### src/inc/alp_pkg.sv
`default_nettype none

package alp_pkg;

    // Register byte addresses, one aligned word each.
    localparam logic [7:0] OFF_CTRL    = 8'h00;
    localparam logic [7:0] OFF_ALIGNED = 8'h04;
    localparam logic [7:0] OFF_MAINBUS = 8'h08;
    localparam logic [7:0] OFF_RFWORD  = 8'h0C;
    localparam logic [7:0] OFF_CONST   = 8'h10;
    localparam logic [7:0] OFF_GEN     = 8'h14;
    localparam logic [7:0] OFF_PROP    = 8'h18;
    localparam logic [7:0] OFF_LOGIC   = 8'h1C;
    localparam logic [7:0] OFF_GROUP   = 8'h20;
    localparam logic [7:0] OFF_SELECT  = 8'h24;
    localparam logic [7:0] OFF_UNLOAD  = 8'h28;
    localparam logic [7:0] OFF_RAIL    = 8'h2C;

    // Control register field positions.
    localparam int unsigned CB_ADD   = 0;
    localparam int unsigned CB_SUB   = 1;
    localparam int unsigned CB_INC   = 2;
    localparam int unsigned CB_DEC   = 3;
    localparam int unsigned CB_HALF  = 4;
    localparam int unsigned CB_WID   = 5;
    localparam int unsigned CB_OR    = 7;
    localparam int unsigned CB_XOR   = 8;
    localparam int unsigned CB_EQV   = 9;
    localparam int unsigned CB_AND   = 10;
    localparam int unsigned CB_TSEL  = 12;
    localparam int unsigned CB_RFLD  = 16;

    // Operation width codes in the control register.
    typedef enum logic [1:0] {
        ALP_WID_BYTE = 2'b00,
        ALP_WID_HALF = 2'b01,
        ALP_WID_WORD = 2'b10
    } alp_width_t;

    // Reset values and constants.
    localparam logic [31:0] CTRL_RST  = 32'h0000_0040;
    localparam logic [31:0] WORD_ZERO = 32'h0000_0000;
    localparam logic [31:0] CONST_DEC = 32'hFFFF_FFFF;
    localparam logic [31:0] CONST_INC = 32'h0001_0001;
    localparam logic [1:0]  RESP_OKAY   = 2'b00;
    localparam logic [1:0]  RESP_SLVERR = 2'b10;

    // Whole state of the top module.
    typedef struct packed {
        logic        aw_got;
        logic [7:0]  aw_addr;
        logic        w_got;
        logic [31:0] w_data;
        logic [3:0]  w_strb;
        logic        aw_rdy;
        logic        w_rdy;
        logic        ar_rdy;
        logic        bvalid;
        logic [1:0]  bresp;
        logic        rvalid;
        logic [31:0] rdata;
        logic [1:0]  rresp;
        logic [31:0] ctrl;
        logic [31:0] aligned;
        logic [31:0] bus_n;
        logic [31:0] rf_word;
        logic [31:0] const_w;
        logic [31:0] gen;
        logic [31:0] gen_n;
        logic [31:0] prop;
        logic [31:0] prop_n;
        logic [31:0] logic_w;
        logic [3:0]  nib_p;
        logic [3:0]  nib_g;
        logic [3:0]  byte_p;
        logic [3:0]  byte_g;
        logic [7:0]  onehot;
        logic [7:0]  onehot_n;
        logic [3:0]  rfield;
        logic [3:0]  rfield_n;
        logic [31:0] unload;
        logic [31:0] unload_n;
        logic [31:0] rail;
        logic [31:0] rail_n;
    } alp_state_t;

endpackage

`default_nettype wire

### src/design/alp_operand_prep.sv
// Design decisions made here: register access over AXI4-Lite and the register offsets.

`default_nettype none

module alp_operand_prep (
    input  wire logic        clk_sys,
    input  wire logic        rst_b,
    input  wire logic [7:0]  s_axi_awaddr,
    input  wire logic        s_axi_awvalid,
    output logic             s_axi_awready,
    input  wire logic [31:0] s_axi_wdata,
    input  wire logic [3:0]  s_axi_wstrb,
    input  wire logic        s_axi_wvalid,
    output logic             s_axi_wready,
    output logic [1:0]       s_axi_bresp,
    output logic             s_axi_bvalid,
    input  wire logic        s_axi_bready,
    input  wire logic [7:0]  s_axi_araddr,
    input  wire logic        s_axi_arvalid,
    output logic             s_axi_arready,
    output logic [31:0]      s_axi_rdata,
    output logic [1:0]       s_axi_rresp,
    output logic             s_axi_rvalid,
    input  wire logic        s_axi_rready,
    output logic [31:0]      adder_gen,
    output logic [31:0]      adder_gen_n,
    output logic [31:0]      adder_prop,
    output logic [31:0]      adder_prop_n,
    output logic [31:0]      logic_result,
    output logic [3:0]       low_nibble_propagate,
    output logic [3:0]       low_nibble_generate,
    output logic [3:0]       byte_group_propagate,
    output logic [3:0]       byte_group_generate,
    output logic [7:0]       thread_onehot,
    output logic [7:0]       thread_onehot_n,
    output logic [3:0]       reg_field,
    output logic [3:0]       reg_field_n,
    output logic [31:0]      unload_word,
    output logic [31:0]      unload_word_n,
    output logic [31:0]      rail_word,
    output logic [31:0]      rail_word_n
);

    alp_pkg::alp_state_t q;
    alp_pkg::alp_state_t d;

    // Register address decode used by both the write and read paths.
    function automatic logic addr_mapped(input logic [7:0] addr);
        addr_mapped = (addr[1:0] == 2'b00) && (addr <= alp_pkg::OFF_RAIL);
    endfunction

    // Byte-lane merge of a write into a stored word.
    function automatic logic [31:0] merge_strb(input logic [31:0] old,
                                               input logic [31:0] wd,
                                               input logic [3:0]  strb);
        logic [31:0] res;
        res = old;
        for (int k = 0; k < 4; k++) begin
            if (strb[k]) begin
                res[8*k +: 8] = wd[8*k +: 8];
            end
        end
        merge_strb = res;
    endfunction

    // Read-back multiplexer of all registers.
    function automatic logic [31:0] read_mux(input alp_pkg::alp_state_t s,
                                             input logic [7:0] addr);
        logic [31:0] v;
        v = alp_pkg::WORD_ZERO;
        case (addr)
            alp_pkg::OFF_CTRL:    v = s.ctrl;
            alp_pkg::OFF_ALIGNED: v = s.aligned;
            alp_pkg::OFF_MAINBUS: v = s.bus_n;
            alp_pkg::OFF_RFWORD:  v = s.rf_word;
            alp_pkg::OFF_CONST:   v = s.const_w;
            alp_pkg::OFF_GEN:     v = s.gen;
            alp_pkg::OFF_PROP:    v = s.prop;
            alp_pkg::OFF_LOGIC:   v = s.logic_w;
            alp_pkg::OFF_GROUP:   v = {16'h0000, s.byte_g, s.byte_p, s.nib_g, s.nib_p};
            alp_pkg::OFF_SELECT:  v = {20'h0_0000, s.rfield, s.onehot};
            alp_pkg::OFF_UNLOAD:  v = s.unload;
            alp_pkg::OFF_RAIL:    v = s.rail;
            default:              v = alp_pkg::WORD_ZERO;
        endcase
        read_mux = v;
    endfunction

    // Control fields decoded from the control register.
    logic       op_add;
    logic       op_sub;
    logic       op_inc;
    logic       op_dec;
    logic       half_arith;
    logic [1:0] width_sel;
    logic [2:0] thread_select_code;
    logic [3:0] current_instr_field;

    assign op_add              = q.ctrl[alp_pkg::CB_ADD];
    assign op_sub              = q.ctrl[alp_pkg::CB_SUB];
    assign op_inc              = q.ctrl[alp_pkg::CB_INC];
    assign op_dec              = q.ctrl[alp_pkg::CB_DEC];
    assign half_arith          = q.ctrl[alp_pkg::CB_HALF];
    assign width_sel           = q.ctrl[alp_pkg::CB_WID +: 2];
    assign thread_select_code  = q.ctrl[alp_pkg::CB_TSEL +: 3];
    assign current_instr_field = q.ctrl[alp_pkg::CB_RFLD +: 4];

    // Operand sources for the adder, and the true main-bus word that only feeds the unload outputs.
    logic [31:0] const_out;
    logic [31:0] main_operand_true;
    logic [31:0] per_thread_register_file;
    logic        halfword_arith_flag;

    // Constant or complement selection, decrement and increment taking priority.
    always_comb begin
        if (op_dec) begin
            const_out = alp_pkg::CONST_DEC;
        end else if (op_inc) begin
            const_out = alp_pkg::CONST_INC;
        end else if (op_sub) begin
            const_out = ~q.aligned;
        end else begin
            // true for add, and when no operation is selected
            const_out = q.aligned;
        end
    end

    assign main_operand_true        = ~q.bus_n;
    assign per_thread_register_file = q.rf_word;
    assign halfword_arith_flag      = half_arith & (op_add | op_sub);

    // Slice outputs, byte 0 being the most significant byte.
    logic [31:0] sl_gen;
    logic [31:0] sl_prop;
    logic [31:0] sl_log;
    logic [3:0]  sl_nib_p;
    logic [3:0]  sl_nib_g;
    logic [3:0]  sl_byte_p;
    logic [3:0]  sl_byte_g;

    for (genvar g = 0; g < 4; g++) begin : g_slice
        alp_byte_slice u_slice (
            .a         (const_out[31-8*g -: 8]),
            .b         (per_thread_register_file[31-8*g -: 8]),
            .force_top (halfword_arith_flag && (g == 2)),
            .sub_mode  (op_sub),
            .or_en     (q.ctrl[alp_pkg::CB_OR]),
            .xor_en    (q.ctrl[alp_pkg::CB_XOR]),
            .eqv_en    (q.ctrl[alp_pkg::CB_EQV]),
            .and_en    (q.ctrl[alp_pkg::CB_AND]),
            .gen       (sl_gen[31-8*g -: 8]),
            .prop      (sl_prop[31-8*g -: 8]),
            .log_out   (sl_log[31-8*g -: 8]),
            .nib_p     (sl_nib_p[3-g]),
            .nib_g     (sl_nib_g[3-g]),
            .byte_p    (sl_byte_p[3-g]),
            .byte_g    (sl_byte_g[3-g])
        );
    end

    // Width mask for the logical result; narrow operations use the right end of the word.
    logic [31:0] width_mask;

    always_comb begin
        unique case (width_sel)
            alp_pkg::ALP_WID_BYTE: width_mask = 32'h0000_00FF;
            alp_pkg::ALP_WID_HALF: width_mask = 32'h0000_FFFF;
            alp_pkg::ALP_WID_WORD: width_mask = 32'hFFFF_FFFF;
            default:               width_mask = 32'hFFFF_FFFF;
        endcase
    end

    // Next state: bus slave handshakes, register writes and result capture.
    always_comb begin
        d = q;

        // Completed responses retire when the master accepts them.
        if (q.bvalid && s_axi_bready) begin
            d.bvalid = 1'b0;
        end
        if (q.rvalid && s_axi_rready) begin
            d.rvalid = 1'b0;
        end

        // Write address and data are taken independently.
        if (s_axi_awvalid && q.aw_rdy) begin
            d.aw_got  = 1'b1;
            d.aw_addr = s_axi_awaddr;
        end
        if (s_axi_wvalid && q.w_rdy) begin
            d.w_got  = 1'b1;
            d.w_data = s_axi_wdata;
            d.w_strb = s_axi_wstrb;
        end

        // Both halves present: perform the write and raise the response.
        if (q.aw_got && q.w_got && !q.bvalid) begin
            d.aw_got = 1'b0;
            d.w_got  = 1'b0;
            d.bvalid = 1'b1;
            d.bresp  = addr_mapped(q.aw_addr) ? alp_pkg::RESP_OKAY : alp_pkg::RESP_SLVERR;
            case (q.aw_addr)
                alp_pkg::OFF_CTRL:    d.ctrl    = merge_strb(q.ctrl, q.w_data, q.w_strb);
                alp_pkg::OFF_ALIGNED: d.aligned = merge_strb(q.aligned, q.w_data, q.w_strb);
                alp_pkg::OFF_MAINBUS: d.bus_n   = merge_strb(q.bus_n, q.w_data, q.w_strb);
                alp_pkg::OFF_RFWORD:  d.rf_word = merge_strb(q.rf_word, q.w_data, q.w_strb);
                default:              d.ctrl    = q.ctrl;
            endcase
        end

        // Reads answer one cycle after the address is taken.
        if (s_axi_arvalid && q.ar_rdy) begin
            d.rvalid = 1'b1;
            d.rdata  = read_mux(q, s_axi_araddr);
            d.rresp  = addr_mapped(s_axi_araddr) ? alp_pkg::RESP_OKAY : alp_pkg::RESP_SLVERR;
        end

        d.aw_rdy = !d.aw_got && !d.bvalid;
        d.w_rdy  = !d.w_got && !d.bvalid;
        d.ar_rdy = !d.rvalid;

        d.const_w = const_out;
        d.gen     = sl_gen;
        d.prop    = sl_prop;
        {d.gen_n, d.prop_n} = ~{sl_gen, sl_prop};
        d.logic_w = sl_log & width_mask;
        d.nib_p   = sl_nib_p;
        d.nib_g   = sl_nib_g;
        d.byte_p  = sl_byte_p;
        d.byte_g  = sl_byte_g;
        d.onehot  = 8'h01 << thread_select_code;
        d.onehot_n = ~(8'h01 << thread_select_code);
        d.rfield  = current_instr_field;
        d.rfield_n = ~current_instr_field;
        d.unload  = main_operand_true;
        d.unload_n = ~main_operand_true;
        d.rail    = per_thread_register_file;
        d.rail_n  = ~per_thread_register_file;
    end

    // State register with asynchronous active-low reset.
    always_ff @(posedge clk_sys or negedge rst_b) begin
        if (!rst_b) begin
            q         <= '0;
            q.ctrl    <= alp_pkg::CTRL_RST;
            q.aw_rdy  <= 1'b1;
            q.w_rdy   <= 1'b1;
            q.ar_rdy  <= 1'b1;
            q.unload  <= 32'hFFFF_FFFF;
            q.onehot  <= 8'h01;
            {q.gen_n, q.prop_n, q.rail_n} <= '1;
            {q.onehot_n, q.rfield_n} <= {8'hFE, 4'hF};
        end else begin
            q <= d;
        end
    end

    // Bus outputs straight from the state register.
    assign s_axi_awready = q.aw_rdy;
    assign s_axi_wready  = q.w_rdy;
    assign s_axi_bvalid  = q.bvalid;
    assign s_axi_bresp   = q.bresp;
    assign s_axi_arready = q.ar_rdy;
    assign s_axi_rvalid  = q.rvalid;
    assign s_axi_rdata   = q.rdata;
    assign s_axi_rresp   = q.rresp;

    // Result outputs, double-rail except the logic and group-carry ones; every rail has its own flop, so no output follows logic.
    // generate with inverse
    assign adder_gen            = q.gen;
    assign adder_gen_n          = q.gen_n;
    assign adder_prop           = q.prop;
    assign adder_prop_n         = q.prop_n;
    assign logic_result         = q.logic_w;
    assign low_nibble_propagate = q.nib_p;
    assign low_nibble_generate  = q.nib_g;
    assign byte_group_propagate = q.byte_p;
    assign byte_group_generate  = q.byte_g;
    assign thread_onehot        = q.onehot;
    assign thread_onehot_n      = q.onehot_n;
    assign reg_field            = q.rfield;
    assign reg_field_n          = q.rfield_n;
    assign unload_word          = q.unload;
    assign unload_word_n        = q.unload_n;
    assign rail_word            = q.rail;
    assign rail_word_n          = q.rail_n;

endmodule // alp_operand_prep

`default_nettype wire

### src/design/alp_byte_slice.sv
`default_nettype none

// One byte of adder levels one and two; index 0 is the byte's most significant bit.
module alp_byte_slice (
    input  wire logic [0:7] a,
    input  wire logic [0:7] b,
    input  wire logic       force_top,
    input  wire logic       sub_mode,
    input  wire logic       or_en,
    input  wire logic       xor_en,
    input  wire logic       eqv_en,
    input  wire logic       and_en,
    output logic      [0:7] gen,
    output logic      [0:7] prop,
    output logic      [0:7] log_out,
    output logic            nib_p,
    output logic            nib_g,
    output logic            byte_p,
    output logic            byte_g
);

    // Per-bit generate, propagate and logical result.
    always_comb begin
        for (int i = 0; i < 8; i++) begin
            gen[i] = a[i] & b[i];
            prop[i] = a[i] ^ b[i];
        end
        if (force_top) begin
            prop[0] = 1'b0;
            gen[0]  = sub_mode;
        end
        for (int i = 0; i < 8; i++) begin
            log_out[i] = (or_en & (a[i] | b[i])) | (xor_en & prop[i])
                       | (eqv_en & ~prop[i]) | (and_en & gen[i]);
        end
    end

    // Group carries; a carry moves toward index 0, passing each more significant propagate.
    always_comb begin
        nib_p = &prop[4:7];
        nib_g = gen[4] | (gen[5] & prop[4]) | (gen[6] & prop[4] & prop[5])
              | (gen[7] & prop[4] & prop[5] & prop[6]);
        byte_p = &prop;
        byte_g = 1'b0;
        for (int i = 7; i >= 0; i--) begin
            byte_g = gen[i] | (prop[i] & byte_g);
        end
    end

endmodule // alp_byte_slice

`default_nettype wire

### config.mk
export PLATFORM = sky130hd
export DESIGN_NAME = alp_operand_prep
export DESIGN_NICKNAME = d
export VERILOG_FILES = /design/src/inc/alp_pkg.sv /design/src/design/alp_operand_prep.sv /design/src/design/alp_byte_slice.sv
export SDC_FILE = /design/constraint.sdc
export NUM_CORES = 1
export LEC_CHECK = 0
export BUFFER_PORTS_ARGS = -buffer_cell sky130_fd_sc_hd__buf_2
export CORE_UTILIZATION = 50
export CTS_CLUSTER_DIAMETER = 40
export DETAILED_ROUTE_END_ITERATION = 10
export PLACE_DENSITY = 0.77
export SLEW_MARGIN = 15
export SYNTH_ARGS = -nofsm -noshare
export SYNTH_HDL_FRONTEND = slang
export SYNTH_HIERARCHICAL = 1
export SYNTH_SLANG_ARGS = --single-unit
### constraint.sdc
create_clock -name clk_sys -period 3.6 [get_ports clk_sys]
set_input_delay 0.36 -clock clk_sys [delete_from_list [all_inputs] [get_ports clk_sys]]
set_output_delay 0.36 -clock clk_sys [all_outputs]
set_load 0.005 [all_outputs]
==> insert_results.sql <==
INSERT INTO impl_metrics (metric_group, metric, value, unit) VALUES
('route', 'drt-wirelength-per-cell', '27.0', 'um'),
('synthesis', 'ys_seq_area_share', '55.1', '%'),
('synthesis', 'synth_xor_xnor_area_share', '1.06', '%'),
('synthesis', 'ys_top_cells_by_area', 'dfrtp_1 41%, dfstp_2 14%, buf_4 10%, mux2_2 8.6%, ha_1 3.0%', ''),
('floorplan', 'pin_count', '428', ''),
('synthesis', 'ys_types', '63', ''),
('power_and_ir_drop', 'p_sw', '6.13', 'mW'),
('synthesis', 'synth_compound_gate_area_share', '6.84', '%'),
('synthesis', 'synth_top_area_share', '40.8', '%'),
('power_and_ir_drop', 'power.clock.fraction', '40.1', '%'),
('layout', 'n_fill_cell', '4177', ''),
('critical_path', 'critical_path_required_time', '4100', 'ps'),
('synthesis', 'async_flop_share', '100', '%'),
('layout', 'areaGrowthSynthToFinish', '14.1', '%'),
('sta', 'setup-tns-final', '0', 'ps'),
('run_status', 'outcome', 'complete, no violations', ''),
('route', 'first_iter_violations', '1903', ''),
('layout', 'final_layout_size_suffix_gt1_share', '42.2', '%'),
('sta', 'worst_slew_margin_rel', '22.1', '%'),
('placement', 'hpwlAfterDp', '61400', 'um'),
('synthesis', 'synthMostInstantiatedCell', 'dfrtp_1', ''),
('sta', 'final_max_slew_viol_count', '0', ''),
('synthesis', 'synth.largest_area_cell', 'dfrtp_1', ''),
('grt', 'grt_util_all_layers', '31.5', '%'),
('power_and_ir_drop', 'swShare', '30.6', '%'),
('route', 'routed_via_density', '5.66', ''),
('route', 'routed-via-count', '17600', ''),
('sta', 'fmax', '363', 'MHz'),
('clocking', 'clock_tree_from_tritoncts', 'built', ''),
('floorplan', 'num_rows', '83', ''),
('synthesis', 'main_combinational_cell_family_by_area_after_synthesis', 'buffers and inverters', ''),
('clocking', 'cts.path.max_buffers', '3', ''),
('power_and_ir_drop', 'total_power_per_unit_cell_area', '667', 'mW/mm^2'),
('power_and_ir_drop', 'intPower', '13.9', 'mW'),
('critical_path', 'timing.critical_path.arrival', '3260', 'ps'),
('route', 'postRouteWirelength', '83800', 'um'),
('synthesis', 'syn_area_per_cell', '12.1', 'sq um'),
('layout', 'multi_input_comb_area', '0.00812', 'sq mm'),
('grt', 'grt_pass1_wl', '122000', 'um'),
('synthesis', 'synth_top_flop_cell', 'dfrtp_1', ''),
('power_and_ir_drop', 'power_frac_seq', '43.7', '%'),
('layout', 'register_area', '0.0145', 'sq mm'),
('clocking', 'hold_buf_count_cts', '42', ''),
('clocking', 'post_cts_buffers', '0', ''),
('power_and_ir_drop', 'p_comb_share', '16.2', '%'),
('grt', 'grt_antenna_before_repair', '5', ''),
('clocking', 'cts_resized', '0', ''),
('grt', 'grt_max_degree', '105', ''),
('layout', 'finalNetCount', '2476', ''),
('sta', 'rsz0062_at_grt', 'no', ''),
('sta', 'layout_skew', '28.6', 'ps'),
('placement', 'post-place-ws', '841', 'ps'),
('placement', 'portBuffers', '425', ''),
('sta', 'final_hold_viol_count', '0', ''),
('synthesis', 'synth-adder-area-share', '3.04', '%'),
('run', 'drv.max_cap_violation_count', '0', ''),
('grt', 'grt_pass1_vias', '17900', ''),
('power_and_ir_drop', 'leakage', '14.2', 'nW'),
('floorplan', 'die_area', '0.0536', 'sq mm'),
('synthesis', 'mux_cell_area_share_after_synthesis', '13.1', '%'),
('sta', 'fin_crit_sh', '76.6', '%'),
('sta', 'post-route-worst-setup-slack', '842', 'ps'),
('synthesis', 'synth_simple_gate_area_share', '6.47', '%'),
('critical_path', 'cp_capture_type', 'register', ''),
('sta', 'timing.final.crit_period', '2760', 'ps'),
('floorplan', 'initial_utilization', '50.9', '%'),
('sta', 'report.final.setup_viol', '0', ''),
('critical_path', 'crit_slowest_cell', 'nor2_2', ''),
('critical_path', 'worst_setup_path_start_kind', 'register', ''),
('critical_path', 'timing.setup.critical_path_class', 'reg2reg', ''),
('sta', 'worst-slew-pin-transition', '1160', 'ps');
state kept, by name (all words and copies together) (netlist names), 8 cells and up:
register and flops:
rail_word 32, unload_word 32, unload_word_n 32, adder_gen 32, adder_gen_n 32, adder_prop_n 32
adder_prop 32, s_axi_rdata 32, rail_word_n 32, logic_result 32, thread_onehot_n 8, q 165
per_thread_register_file 32, thread_onehot 8
final cells by class:
type	count	share of cell area (%)
flip-flops and latches	573	48.3
multi-input cells	980	27.0
repair buffers	513	9.97
clock buffers	94	7.28
well taps	680	2.83
inverters	206	2.57
clock inverters	53	1.99
diodes	4	0.0333
metal layers:
metal	up-vias	track usage [%]	wire (um)
li1	7337	-	-
met1	9006	43.0	34300
met5	-	0	38
met4	4	15.9	4030
met2	1006	45.8	37200
met3	218	8.98	8270
per-stage QoR:
stage               area, sq um  power [mW]  hold WS (ps)  utilization [%]  cells
floorplan                 26400        10.7          64.4                -   2191
global placement          26800        11.9           396             51.9   2910
detailed placement        26800        12.0           393             51.9   2910
CTS                       30000        20.1          5.59             58.1   3099
global route              30100        20.8          10.5             58.1   3102
finish                    30100        20.1          14.7             58.1   3103
worst paths after layout:
path,start,to,slack (ps),depth (start not counted)
worst max-delay path,q[567]$_DFFE_PN0P_,q[430]$_DFFE_PN0P_,840,5
worst min-delay path,s_axi_awaddr[0],q[566]$_DFFE_PN0P_,10,2
worst max register to register,q[567]$_DFFE_PN0P_,q[430]$_DFFE_PN0P_,840,5
worst min register to register,q[401]$_DFFE_PN0P_,unload_word_n[9]$_DFF_PN0_,410,0
max in group asynchronous,rst_b,rail_word_n[27]$_DFF_PN1_,2060,3
min in group asynchronous,rst_b,per_thread_register_file[8]$_DFFE_PN0P_,440,2
cells by family (layout without fill, tap and decap cells):
logic type	count (synthesis)	after routing
AO/OA/AOI/OAI	256	256
XOR/XNOR	32	32
adder cells (fa/ha/maj)	64	64
buffers and inverters	638	866
flip-flops	573	573
multiplexers	294	294
other	1	18
AND/OR/NAND/NOR	320	320
power groups by stage:
stage / Clock (mW) / Combinational [mW] / Sequential [mW]
2_1_floorplan: 0 / 2.48 / 8.26
6_report: 8.05 / 3.25 / 8.75
3_3_place_gp: 0 / 3.09 / 8.77
3_5_place_dp: 0 / 3.19 / 8.81
5_1_grt: 8.41 / 3.51 / 8.85
4_1_cts: 8.12 / 3.25 / 8.72
layout by cell type (no fill, tap or decap), types with 7 or more instances in the layout:
cell           count
buf_2            422
clkinv_8           7
nand3_1           53
mux2_2           201
mux2i_1           73
inv_1            206
conb_1            14
o22ai_1           19
mux4_2            20
dlygate4sd3_1     42
nand2b_1          32
buf_12             7
xnor2_1           32
nand2_1          102
inv_8             11
dfrtp_1          428
o21ai_0           20
and2_1            21
a21oi_1           46
nor2b_1           18
dfstp_2          144
a22o_1            13
a32oi_1            8
nor2_1            31
clkinvlp_4        11
clkbuf_16         84
a221oi_1          11
a31oi_1            9
nor2_2            12
o21bai_1          30
a22oi_1           48
buf_4             41
inv_6              9
ha_1              64
worst max-delay path, delay by kind of cell (launching register included):
| family | cells | cell delay (ps) |
|---|---|---|
| simple gates | 4 | 1870 |
| flops | 1 | 370 |
| mux | 1 | 410 |
Power figures use the tool's default switching activity.
